===== src/hw/port_p_pkg.sv =====
// Constants shared by the port P data and pin arbitration block.
// Assumes a 32-bit APB bus on pclk; byte addresses are full 16-bit offsets.
package port_p_pkg;

  // ----------------------------------------------------------------------
  // Widths
  // ----------------------------------------------------------------------
  localparam int unsigned ADDR_W   = 16;
  localparam int unsigned DATA_W   = 32;
  localparam int unsigned PINS     = 6;
  localparam int unsigned REG_W    = 8;
  localparam int unsigned EVENTS   = 7;
  localparam int unsigned SYNC_LEN = 2;

  // ----------------------------------------------------------------------
  // Register byte addresses
  // ----------------------------------------------------------------------
  localparam logic [ADDR_W-1:0] PIN_DATA_OFS   = 16'h0258;
  localparam logic [ADDR_W-1:0] DIRECTION_OFS  = 16'h0260;
  localparam logic [ADDR_W-1:0] FUNC_CTRL_OFS  = 16'h0264;
  localparam logic [ADDR_W-1:0] PIN_INT_EN_OFS = 16'h0268;
  localparam logic [ADDR_W-1:0] IRQ_STATUS_OFS = 16'h026C;
  localparam logic [ADDR_W-1:0] IRQ_CLEAR_OFS  = 16'h0270;
  localparam logic [ADDR_W-1:0] IRQ_ENABLE_OFS = 16'h0274;

  // ----------------------------------------------------------------------
  // Reset values
  // ----------------------------------------------------------------------
  localparam logic [PINS-1:0]   PIN_DATA_RST  = 6'h00;
  localparam logic [PINS-1:0]   DIRECTION_RST = 6'h00;
  localparam logic [REG_W-1:0]  FUNC_CTRL_RST = 8'h00;
  localparam logic [PINS-1:0]   INT_EN_RST    = 6'h00;
  localparam logic [EVENTS-1:0] STATUS_RST    = 7'h00;
  localparam logic [DATA_W-1:0] RDATA_RST     = 32'h0000_0000;

  // ----------------------------------------------------------------------
  // Function control fields
  // ----------------------------------------------------------------------
  localparam int unsigned FC_EXT_IRQ   = 0;  // External interrupt pin enable
  localparam int unsigned FC_SUPPLY    = 1;  // Bit 2 used as switched supply
  localparam int unsigned FC_SER_LO    = 2;  // Pulse channels 4,5 to serial port
  localparam int unsigned FC_DRV_LO    = 4;  // Pins 1,3,4,5 taken by a driver

  // ----------------------------------------------------------------------
  // Pin and event positions
  // ----------------------------------------------------------------------
  localparam int unsigned PIN_NMI      = 1;
  localparam int unsigned PIN_SUPPLY   = 2;
  localparam int unsigned PIN_TRIG0    = 4;
  localparam int unsigned PIN_IRQ      = 5;
  localparam int unsigned EV_OVERCUR   = 6;

endpackage : port_p_pkg


===== src/hw/level_sync.sv =====
// Two-stage synchroniser for a bundle of independent levels.
// Assumes each bit is a slow level; no bus coherence is promised.
`timescale 1ns/100ps

module level_sync #(
  parameter int unsigned WIDTH = 1
) (
  input  wire logic             pclk,    // System clock
  input  wire logic             presetn, // Async reset, active low
  input  wire logic [WIDTH-1:0] async_in, // Level from another domain
  output logic      [WIDTH-1:0] sync_out  // Level on pclk
);

  logic [WIDTH-1:0] meta;

  // First stage feeds only the second stage
  always_ff @(posedge pclk or negedge presetn) begin
    if (!presetn) begin
      meta     <= '0;
      sync_out <= '0;
    end else begin
      meta     <= async_in;
      sync_out <= meta;
    end
  end

endmodule : level_sync


===== src/hw/port_p_pins.sv =====
// Port P data register, APB slave and per-pin function arbitration.
// Assumes pulse-width and mask inputs on pclk; pin and over-current levels async.
//
// Operation
// - The pin data register sits at 0x0258, resets to zero and reads bits 7:6 as zero.
// - The pin data register may be read and written at any time.
// - A data read returns the stored bit where direction is 1, else the synced pin.
// - A general-purpose output pin with no alternative owner drives its stored bit.
// - An enabled external interrupt function forces pin 5 to input.
// - On pin 5 the external interrupt beats both pulse-width and general-purpose use.
// - An enabled pulse-width channel overrides general-purpose control of its pin.
// - Enabled pin interrupts fire whether the pin is an input or an output.
// - Pins 5 and 4 feed the external trigger inputs without touching pin state.
// - In supply mode pin 2 drives its stored bit and may raise an over-current interrupt.
// - Pulse-width on pins 5 and 4 is offered only when not routed to the serial port.
// - Pulse-width on pins 5,4,3,1 is offered only when no driver function holds the pin.
// - Pin 1 turns input on the first mask clear and stays input after the mask is set.
//
// Implementation choice: the APB register port.
`timescale 1ns/100ps

module port_p_pins
  import port_p_pkg::*;
(
  input  wire logic                           pclk,       // System clock
  input  wire logic                           presetn,    // Async reset, active low
  input  wire logic                           psel,       // APB select
  input  wire logic                           penable,    // APB access phase
  input  wire logic                           pwrite,     // APB write
  input  wire logic [port_p_pkg::ADDR_W-1:0]  paddr,      // APB byte address
  input  wire logic [port_p_pkg::DATA_W-1:0]  pwdata,     // APB write data
  output logic      [port_p_pkg::DATA_W-1:0]  prdata,     // APB read data
  output logic                                pready,     // APB ready
  output logic                                pslverr,    // APB error
  input  wire logic [port_p_pkg::PINS-1:0]    pin_in,     // Pad input levels
  output logic      [port_p_pkg::PINS-1:0]    pin_out,    // Pad output levels
  output logic      [port_p_pkg::PINS-1:0]    pin_oe_n,   // Pad drive, low drives
  input  wire logic [port_p_pkg::PINS-1:0]    pwm_out,    // Pulse-width channel outputs
  input  wire logic [port_p_pkg::PINS-1:0]    pwm_enable, // Pulse-width channel enables
  input  wire logic                           nmi_mask,   // Nonmaskable mask bit
  input  wire logic                           over_current, // Supply over-current level
  output logic      [1:0]                     external_trigger_input, // Trigger levels
  output logic                                ext_irq_level, // External interrupt level
  output logic                                nonmaskable_interrupt_input, // Pin 1 level
  output logic                                irq         // Interrupt, active high
);

  // ----------------------------------------------------------------------
  // Helpers
  // ----------------------------------------------------------------------
  function automatic logic hit(input logic [ADDR_W-1:0] a, input logic [ADDR_W-1:0] ofs);
    hit = (a == ofs);
  endfunction : hit

  function automatic logic [DATA_W-1:0] zext6(input logic [PINS-1:0] v);
    zext6 = {{(DATA_W-PINS){1'b0}}, v};
  endfunction : zext6

  // ----------------------------------------------------------------------
  // State
  // ----------------------------------------------------------------------
  logic [PINS-1:0]   port_p_pin_data;
  logic [PINS-1:0]   port_p_direction;
  logic [REG_W-1:0]  func_ctrl;
  logic [PINS-1:0]   pin_int_en;
  logic [EVENTS-1:0] irq_status;
  logic [EVENTS-1:0] irq_enable;
  logic [PINS-1:0]   pin_sync;
  logic [PINS-1:0]   pin_prev;
  logic              overcur_sync;
  logic              overcur_prev;
  logic              nmi_latched;

  // ----------------------------------------------------------------------
  // Input synchronisers
  // ----------------------------------------------------------------------
  level_sync #(
    .WIDTH (PINS + 1)
  ) u_sync (
    .pclk     (pclk),
    .presetn  (presetn),
    .async_in ({over_current, pin_in}),
    .sync_out ({overcur_sync, pin_sync})
  );

  // ----------------------------------------------------------------------
  // Bus decode
  // ----------------------------------------------------------------------
  wire access_phase = psel && penable;
  wire first_access = access_phase && !pready;
  wire commit       = access_phase && pready;
  wire wr_commit    = commit && pwrite;
  wire hit_data     = hit(paddr, PIN_DATA_OFS);
  wire hit_dir      = hit(paddr, DIRECTION_OFS);
  wire hit_ctrl     = hit(paddr, FUNC_CTRL_OFS);
  wire hit_inten    = hit(paddr, PIN_INT_EN_OFS);
  wire hit_status   = hit(paddr, IRQ_STATUS_OFS);
  wire hit_clear    = hit(paddr, IRQ_CLEAR_OFS);
  wire hit_enable   = hit(paddr, IRQ_ENABLE_OFS);
  wire mapped       = hit_data || hit_dir || hit_ctrl || hit_inten || hit_status
                      || hit_clear || hit_enable;

  // Read value of the data register depends on each direction bit
  wire [PINS-1:0] data_view = (port_p_direction & port_p_pin_data)
                              | (~port_p_direction & pin_sync);

  logic [DATA_W-1:0] read_mux;
  always_comb begin
    if (hit_data) begin
      read_mux = zext6(data_view);
    end else if (hit_dir) begin
      read_mux = zext6(port_p_direction);
    end else if (hit_ctrl) begin
      read_mux = {{(DATA_W-REG_W){1'b0}}, func_ctrl};
    end else if (hit_inten) begin
      read_mux = zext6(pin_int_en);
    end else if (hit_status) begin
      read_mux = {{(DATA_W-EVENTS){1'b0}}, irq_status};
    end else if (hit_enable) begin
      read_mux = {{(DATA_W-EVENTS){1'b0}}, irq_enable};
    end else begin
      read_mux = RDATA_RST;
    end
  end

  // ----------------------------------------------------------------------
  // APB answer: one wait state, then ready for a single cycle
  // ----------------------------------------------------------------------
  always_ff @(posedge pclk or negedge presetn) begin
    if (!presetn) begin
      pready  <= 1'b0;
      pslverr <= 1'b0;
      prdata  <= RDATA_RST;
    end else begin
      pready  <= first_access;
      pslverr <= first_access && !mapped;
      if (first_access && !pwrite) begin
        prdata <= read_mux;
      end
    end
  end

  // ----------------------------------------------------------------------
  // Software registers
  // ----------------------------------------------------------------------
  always_ff @(posedge pclk or negedge presetn) begin
    if (!presetn) begin
      port_p_pin_data  <= PIN_DATA_RST;
      port_p_direction <= DIRECTION_RST;
      func_ctrl        <= FUNC_CTRL_RST;
      pin_int_en       <= INT_EN_RST;
      irq_enable       <= STATUS_RST;
    end else if (wr_commit) begin
      if (hit_data)   port_p_pin_data  <= pwdata[PINS-1:0];
      if (hit_dir)    port_p_direction <= pwdata[PINS-1:0];
      if (hit_ctrl)   func_ctrl        <= pwdata[REG_W-1:0];
      if (hit_inten)  pin_int_en       <= pwdata[PINS-1:0];
      if (hit_enable) irq_enable       <= pwdata[EVENTS-1:0];
    end
  end

  // ----------------------------------------------------------------------
  // Pin arbitration
  // ----------------------------------------------------------------------
  wire ext_irq_on = func_ctrl[FC_EXT_IRQ];
  wire supply_on  = func_ctrl[FC_SUPPLY];
  wire [1:0] ser_route = func_ctrl[FC_SER_LO +: 2];
  wire [3:0] drv_taken = func_ctrl[FC_DRV_LO +: 4];

  // Serial routing only affects channels 4 and 5
  wire [PINS-1:0] ser_block = {ser_route, 4'h0};
  // Driver functions hold pins 5,4,3,1
  wire [PINS-1:0] drv_block = {drv_taken[3:1], 1'b0, drv_taken[0], 1'b0};
  wire [PINS-1:0] pwm_own   = pwm_enable & ~ser_block & ~drv_block;

  // Input forcing: external interrupt on 5, nonmaskable input on 1
  wire [PINS-1:0] force_in  = {ext_irq_on, 3'h0, nmi_latched, 1'b0};

  logic [PINS-1:0] next_pin_out;
  logic [PINS-1:0] next_pin_oe_n;
  always_comb begin
    for (int i = 0; i < PINS; i++) begin
      if (force_in[i]) begin
        next_pin_out[i]  = 1'b0;
        next_pin_oe_n[i] = 1'b1;
      end else if (i == PIN_SUPPLY && supply_on) begin
        next_pin_out[i]  = port_p_pin_data[i];
        next_pin_oe_n[i] = 1'b0;
      end else if (pwm_own[i]) begin
        next_pin_out[i]  = pwm_out[i];
        next_pin_oe_n[i] = 1'b0;
      end else begin
        next_pin_out[i]  = port_p_pin_data[i];
        next_pin_oe_n[i] = !port_p_direction[i];
      end
    end
  end

  // Once the mask has been cleared the pin stays an input until reset
  always_ff @(posedge pclk or negedge presetn) begin
    if (!presetn) begin
      nmi_latched <= 1'b0;
    end else if (!nmi_mask) begin
      nmi_latched <= 1'b1;
    end
  end

  always_ff @(posedge pclk or negedge presetn) begin
    if (!presetn) begin
      pin_out                     <= PIN_DATA_RST;
      pin_oe_n                    <= '1;
      external_trigger_input      <= 2'h0;
      ext_irq_level               <= 1'b0;
      nonmaskable_interrupt_input <= 1'b0;
    end else begin
      pin_out                     <= next_pin_out;
      pin_oe_n                    <= next_pin_oe_n;
      external_trigger_input      <= pin_sync[PIN_TRIG0 +: 2];
      ext_irq_level               <= pin_sync[PIN_IRQ] && ext_irq_on;
      nonmaskable_interrupt_input <= pin_sync[PIN_NMI] && nmi_latched;
    end
  end

  // ----------------------------------------------------------------------
  // Interrupts
  // ----------------------------------------------------------------------
  // Pin edges are seen from the synced pad, so output pins fire as well
  wire [PINS-1:0]   pin_edge  = (pin_sync ^ pin_prev) & pin_int_en;
  wire              oc_event  = overcur_sync && !overcur_prev && supply_on;
  wire [EVENTS-1:0] ev_set    = {oc_event, pin_edge};
  wire [EVENTS-1:0] ev_clear  = (wr_commit && hit_clear) ? pwdata[EVENTS-1:0] : STATUS_RST;
  // Set wins over a clear in the same cycle
  wire [EVENTS-1:0] next_status = (irq_status & ~ev_clear) | ev_set;

  always_ff @(posedge pclk or negedge presetn) begin
    if (!presetn) begin
      pin_prev     <= PIN_DATA_RST;
      overcur_prev <= 1'b0;
      irq_status   <= STATUS_RST;
      irq          <= 1'b0;
    end else begin
      pin_prev     <= pin_sync;
      overcur_prev <= overcur_sync;
      irq_status   <= next_status;
      irq          <= |(next_status & irq_enable);
    end
  end
endmodule : port_p_pins


===== config.mk =====
export PLATFORM = sky130hd
export DESIGN_NAME = port_p_pins
export DESIGN_NICKNAME = d
export VERILOG_FILES = /design/src/hw/port_p_pkg.sv /design/src/hw/level_sync.sv /design/src/hw/port_p_pins.sv
export SDC_FILE = /design/constraint.sdc
export NUM_CORES = 1
export LEC_CHECK = 0
export BUFFER_PORTS_ARGS = -buffer_cell sky130_fd_sc_hd__buf_2
export CORE_UTILIZATION = 50
export DETAILED_ROUTE_END_ITERATION = 8
export GPL_ROUTABILITY_DRIVEN = 0
export PLACE_DENSITY = 0.74
export SLEW_MARGIN = 5
export SYNTH_ARGS = -nofsm -noshare
export SYNTH_HDL_FRONTEND = slang
export SYNTH_SLANG_ARGS = --single-unit
export TNS_END_PERCENT = 5

===== constraint.sdc =====
create_clock -name pclk -period 3.6 [get_ports pclk]
set_input_delay 0.9 -clock pclk [delete_from_list [all_inputs] [get_ports pclk]]
set_output_delay 0.9 -clock pclk [all_outputs]
set_load 0.01 [all_outputs]

Yosys cells after proc, flatten, opt, wreduce, memory -nomap -nowiden
Cells that the tools add are included.
{ "totals": {"reg_bits": 113, "inputBits": 73, "out_inout_bits": 51, "wordCells": 99} }
{ "classes": {"n_eq_ne": 7, "mux": 25, "bitwise": 14, "n_reduce_logical": 33} }
{ "ops": {"columns": ["cell", "count"], "rows": [
  ["equality test 16 x 10 -> 1 bit (second input constant)", 7],
  ["AND 6 bit", 5],
  ["2-to-1 mux 7 bit", 4],
  ["2-to-1 mux 8 bit", 3],
  ["2-to-1 mux 1 bit", 18],
  ["inverter 6 bit", 3],
  ["AND 7 bit", 2],
  ["logical AND 1 bit", 11],
  ["zero test 1 bit", 10],
  ["AND reduction 2 bit", 5],
  ["inverter 7 bit", 1],
  ["bitwise OR 7 bit", 1],
  ["OR reduction 7 bit", 1],
  ["logical OR 1 bit", 6],
  ["bitwise OR 6 bit", 1],
  ["XOR 6 bit", 1]
]} }

Logic depth before layout (Yosys ltp)
Gate-level depths: netlist (run 1).
{ "depth": {"ltp_word": 10, "ltp_mapped": 6, "mapped_depth_nobuf": 5} }

By module
Synthesis (run 1) repeated with hierarchy kept, for this count alone.
{ "hier_totals": {"hier_cells": 328, "hier_area_um2": 3993.8} }
{ "by_module_without_submodules": {"columns": ["module", "n_inst", "cells_per_inst", "area_per_inst_um2"], "rows": [
  ["port_p_pins", 1, 314, 3643.5],
  ["level_sync", 1, 14, 350.3]
]} }

Worst setup path before layout (run 1)
Ideal clock, no wire load.
{ "synth_path": {"kind": "input to register", "from": "input port paddr[13] in the netlist's numbering", "to": "register port_p_pin_data[0]", "setup_ns": 0.125, "arrival_ns": 2.412, "required_ns": 3.475, "path_slack_ns": 1.063, "stages": 5, "n_path_buf": 0, "cell_sequence": "or4_4 nor3_2 nand2b_1 nor2_4 mux2_2"} }
{ "synth_via": {"elab_chain_len": 2} }
{ "synth_lines": {"columns": ["element", "line_no", "source"], "rows": [
  ["start, declared", "port_p_pins.sv:30", "input wire logic [port_p_pkg::ADDR_W-1:0] paddr,"],
  ["equality test 16 x 10 -> 1 bit", "port_p_pins.sv:52", "hit = (a == ofs);"],
  ["AND reduction 2 bit (no source line)", null, null],
  ["end signal, assigned", "port_p_pins.sv:154", "if (hit_data) port_p_pin_data <= pwdata[PINS-1:0];"],
  ["end, declared", "port_p_pins.sv:62", "logic [PINS-1:0] port_p_pin_data;"]
]} }
No other way between the ends.
A chain may end at the register's enable or synchronous reset.

Worst setup path in the final report (run 1)
{ "layout_path": {"from": "input port paddr[13] in the netlist's numbering", "to": "register port_p_pin_data[5]"} }
The elaborated chain is that of the path after synthesis.

==> metrics, run 1 <==
status=finished clean; Core ar.=7730 µm²; CTS buffer count=9; Clock Skews=16.1 ps; sequential element share of the synthesized area=0.548; H-tree level count=3; final setup margin=approximately 850 ps; TNS Setup=0 ps; crit path DAT=2980 ps; M2 GR Usage=0.359; first-pass GRT wire length=14.4 mm; fin crit period=2750 ps; Clock Sinks=87; DRT iter0 DRCs=179; DRT Wirelength=8.55 mm; Post-synth EDFFs=0; num ports=124; required time worst endpoint=~3800 ps; # diodes=0; pwr dens=418 nW/µm²; Startpoint Class=primary input; Mapped Cells=337; CTS tree=built; unrepaired setup endpoints after global routing=false; most frequent cells in the layout=dfrtp_1, buf_2, mux2_2, nand2_1, conb_1; vias post-DR=2,881; drt wl/cell=16.2 µm; fmax=around 0.36 GHz; Slew headroom=0.286; Setup Crit Path Kind=primary input to register; worst vdd ir=~0.2 mV; asr flop ratio synth=1.00; # nets final=slightly below 500; setup repair bufs after CTS=0; Clock Tree Root=clkbuf_8; drt first pass iters=4; post-route DRC violation count=0; GRT Residual Overflow=0; Vias/cell=~5.5; min-delay worst type=register to register; Final Setup Violations=0; Final period util=0.764; HPWL Detailed=between 6 and 7 mm; layer with the highest usage=met2; main flop type after synthesis=dfrtp_1; largest net degree at the start of global routing=between 80 and 90; pre-CTS setup slack=approximately 530 ps; GRT met3 Usage=0.0477; met1 usage=0.301; Resized Gates After CTS=0; Mapped Area=3990 µm²; die height=91.3 µm; Worst Max-Slew Pin Slew=1070 ps; row count=32; most common cell after layout, fill and taps aside=dfrtp_1; area delta synth->final=15.8%; critical-path maximum fanout=6; CP endpoint kind=register; clk_lat worst skew=360 ps; max-cap viol count=0; Total Routing Usage GR=0.227; synthesis-stage register bit count=between 80 and 90; CTS clock-pin slew for the worst setup and hold paths=90 ps; Initial Util=0.516; share of cells above drive strength 1=0.358; YS warnings=0; Die W=~90 µm; Synth cell types=56; CTS max path bufs=2; syn avg cell area=11.8 µm²; Fin. Hold Viols=0; Post-DRT Antenna Nets=0; CTS Hold Bufs=0; Static Leak=2.15 nW; die area=8340 µm²; fill count=630; initial antenna violation count=0; vias in the first global route=2,924; Max Slew Vio Count=0; # port buffers=75
## flip-flops by register name (all words and copies together), names as in the netlist, 7 cells and up
signal / cells
u_sync.meta: 7
irq_enable: 7
u_sync.sync_out: 7
func_ctrl: 8
prdata: 8
irq_status: 7
## area by class of cell
| class | instances | area, µm² | area share |
|---|---|---|---|
| Sequential cell | 87 | 2180 | 0.473 |
| Tap cell | 102 | 128 | 0.0276 |
| Inverter | 2 | 7.51 | 0.00163 |
| Multi-Input combinational cell | 241 | 1670 | 0.362 |
| Timing Repair Buffer | 79 | 408 | 0.0883 |
| Clock buffer | 10 | 128 | 0.0276 |
| Clock inverter | 6 | 92.6 | 0.0201 |
## logic make-up after synthesis
| group | synth area share |
|---|---|
| AOI/OAI and AO/OA | 0.0935 |
| xor gates and xnor gates | 0.0132 |
| buffers and inverters | 0.0552 |
| DFF | 0.548 |
| muxes | 0.125 |
| other | 0.000940 |
| and+or+nand+nor | 0.165 |
## per-stage QoR
| step | utilization | power [mW] | hold slack (ps) | cells | instance area (µm²) |
|---|---|---|---|---|---|
| finish | 0.597 | 1.93 | 354 | 527 | 4620 |
| global route | 0.597 | 2.00 | 364 | 527 | 4620 |
| CTS | 0.597 | 1.94 | 357 | 527 | 4620 |
| detailed placement | 0.569 | 1.20 | 336 | 511 | 4400 |
| global placement | 0.569 | 1.20 | 332 | 511 | 4400 |
| floorplan | - | 1.14 | 331 | 360 | 4070 |
## routing by layer
layer | part of all wire | wire length [µm]
met1 | 0.43 | 3700
met2 | 0.47 | 4010
met3 | 0.064 | 549
met4 | 0.034 | 292
met5 | 0 | 0
## worst max-delay path, stage by stage
cell and delay (ps):
buf_2 110, or4_4 590, nor3_2 280, nand2b_1 340, nor2_4 390, mux2_2 380
## power by group
part	switching (mW)	leakage, nW	internal [mW]
registers	0.0144	1.11	1.01
logic	0.0993	0.939	0.0609
clock network	0.354	0.103	0.395
total	0.468	2.15	1.46
## synthesized netlist by cell type, types with 3 or more instances
| cell type | count | area (µm²) |
|---|---|---|
| dfrtp_1 | 81 | 2030 |
| mux2_2 | 37 | 417 |
| nand2_1 | 28 | 105 |
| buf_4 | 26 | 195 |
| nor2_1 | 21 | 78.8 |
| a21oi_1 | 19 | 95.1 |
| mux2i_1 | 8 | 80.1 |
| o22ai_1 | 8 | 50.1 |
| o211ai_1 | 7 | 52.6 |
| dfstp_2 | 6 | 158 |
| xor2_1 | 6 | 52.6 |
| nand2b_1 | 5 | 31.3 |
| nand3_1 | 5 | 25.0 |
| nor3_1 | 5 | 25.0 |
| o2bb2ai_1 | 5 | 43.8 |
| a22o_1 | 4 | 35.0 |
| and4_1 | 4 | 35.0 |
| nor2_4 | 4 | 45.0 |
| nor2b_1 | 4 | 25.0 |
| and3_1 | 3 | 18.8 |
| nand4_1 | 3 | 18.8 |
| nor3_2 | 3 | 30.0 |
| nor3b_1 | 3 | 22.5 |
## worst paths after layout
kind                                startpoint                  to  slack, ps  depth (start not counted)
worst max-delay path                 paddr[13]  port_p_pin_data[5]        850                          6
worst min-delay path            u_sync.meta[0]  u_sync.sync_out[0]        350                          0
worst max register to register          pready        func_ctrl[3]       1890                          4
worst min register to register  u_sync.meta[0]  u_sync.sync_out[0]        350                          0
max in group asynchronous              presetn        func_ctrl[5]       2170                          1
min in group asynchronous              presetn      u_sync.meta[6]        710                          1
No activity file was read; power rests on OpenSTA's default activity.
==> inputs of run 2 (changes only) <==
- ABC_AREA: not set -> 1
- CORE_UTILIZATION: 50 -> 46
- PLACE_DENSITY: 0.74 -> 0.72
- clock period: 3.6 -> 2.35 ns (I/O delays scaled with it)
==> metrics, run 2 <==
Clock Sinks=87; fin cells=640; biggest regs=func_ctrl x8, prdata x8; critical path's largest stage delay=370 ps; Post-synth top cells=nand2_1, dfrtp_1, inv_1; Mapped Area=4020 µm²; row count=33; worst vdd ir=0.317 mV; Yosys top cell area share=0.504; H-tree level count=3; CTS buffer count=9; Comb pwr share=0.065; min-delay worst type=primary input to async pin; critical-path maximum fanout=14; asr flop ratio synth=1.00; initial antenna violation count=0; main flop type after synthesis=dfrtp_1; CTS Hold Bufs=0; Hold Slack=257 ps; Resized Gates After CTS=0; Total Routing Usage GR=0.204; drt first pass iters=4; YS warnings=0; Clk pwr share=0.352; Mapped Cells=452; pwr dens=578 nW/µm²; GRT Residual Overflow=0; vias post-DR=3,206; Post-DRT Antenna Nets=0; TNS Setup=0 ps; die height=95.5 µm; CP endpoint kind=register; CTS tree=built; Yosys top cell by area=dfrtp_1; status=finished clean; post-route DRC violation count=0; # diodes=0; fill count=796; crit-path leading delay family=simple AND/OR/NAND/NOR gates; most used cell, CP=nand3_1; most frequent cells in the layout=nand2_1, dfrtp_1, buf_2, inv_1, nor2_1; Final period util=0.807; die area=9130 µm²; CP Cell Sequence=buf_2, nor2_1, nand3_1, nor2_2, buf_4, nand3_1, o21ai_0; syn avg cell area=between 8 and 9 µm²; synthesis-stage register bit count=87; sw power=644 µW; # port buffers=75; unrepaired setup endpoints after global routing=false; Placed Instances=624; largest net degree at the start of global routing=88; Fin. Hold Viols=0; Synth cell types=37; slowest CP cell=nand3_1; sequential element share of the synthesized area=0.543; Static Leak=2.41 nW; Final Setup Violations=0; Core ar.=8340 µm²; DRT iter0 DRCs=183; setup repair bufs after CTS=0; CTS clock-pin slew for the worst setup and hold paths=80 ps; sequential share of power=0.584; Max Slew Vio Count=0; # nets final=603; fmax=about 0.53 GHz; cell with the most instances after synthesis=nand2_1; CTS max path bufs=2; clk_lat worst skew=350 ps; Clock Skews=12.0 ps; Initial Util=0.482; share of cells above drive strength 1=0.254; Area contributors post-synth=dfrtp_1, nand2_1, buf_4, dfstp_2, inv_1; HPWL Detailed=6.02 mm; Setup Crit Path Kind=primary input to register; Post-synth EDFFs=0; drt wl/cell=13.2 µm; Int Pwr=2.00 mW; num ports=124; first-pass GRT wire length=13.8 mm; Vias/cell=5.01; Die W=between 90 and 100 µm; fin crit period=1900 ps; Buf/Inv on CP=2; switching portion of total power=0.244; Startpoint Class=primary input; required time worst endpoint=2600 ps; most common cell after layout, fill and taps aside=nand2_1; Clock Tree Root=clkbuf_8; crit path DAT=2140 ps; area delta synth->final=13.7%; max-cap viol count=0; DRT Wirelength=8.46 mm; vias in the first global route=2,990
## run 2: path summary, 6_finish.rpt
kind | start | endpoint | slack, ps | cells past startpoint
setup / recovery | paddr[11] | irq_enable[3] | 450 | 7
hold / removal | presetn | u_sync.meta[6] | 260 | 2
setup reg to reg | pready | irq_enable[3] | 810 | 5
hold reg to reg | u_sync.meta[2] | u_sync.sync_out[2] | 350 | 0
max in group asynchronous | presetn | pin_oe_n[0] | 1720 | 2
min in group pclk | pin_in[1] | u_sync.meta[1] | 330 | 1
## run 2: final cells by class
cell class / count / area [µm²] / area share
clock buffer: 11 / 141 / 0.0309
clock inverter: 5 / 31.3 / 0.00684
inverter: 42 / 158 / 0.0345
sequential: 87 / 2180 / 0.478
timing repair buffer: 82 / 443 / 0.0969
tap: 105 / 131 / 0.0287
multi-input combinational: 308 / 1480 / 0.324
## run 2: power groups by stage
stage | Sequential, mW | Clock (mW) | Combinational [mW]
5_1_grt | 1.55 | 1.01 | 0.198
3_3_place_gp | 1.57 | 0 | 0.171
2_1_floorplan | 1.58 | 0 | 0.0958
4_1_cts | 1.54 | 0.956 | 0.174
6_report | 1.54 | 0.929 | 0.171
3_5_place_dp | 1.57 | 0 | 0.173
## run 2: per-layer routing
metal  vias to the layer above  global-route usage  share of wire
li1                       1558                   -              -
met3                        21              0.0351          0.068
met1                      1506               0.274           0.45
met2                       121               0.320           0.45
met5                         -                   0              0
met4                         0              0.0970          0.029
## run 2: cells by family (layout without fill, tap and decap cells)
logic type / Yosys count / in the layout / share of synthesized area
AO/OA/AOI/OAI: 62 / 62 / 0.0948
buffers and inverters: 80 / 140 / 0.110
AND/OR/NAND/NOR: 218 / 218 / 0.241
other: 1 / 24 / 0.000932
flip-flops: 87 / 87 / 0.543
multiplexers: 4 / 4 / 0.0109
## run 2: per-stage QoR
step                      area (µm²)  setup WS (ps)  power, mW   util
after floorplan                 4110            649       1.67      -
after global placement          4400            179       1.74  0.528
after detailed placement        4400            145       1.75  0.528
after CTS                       4570            498       2.67  0.548
after global routing            4570            233       2.76  0.548
final                           4570            455       2.64  0.548
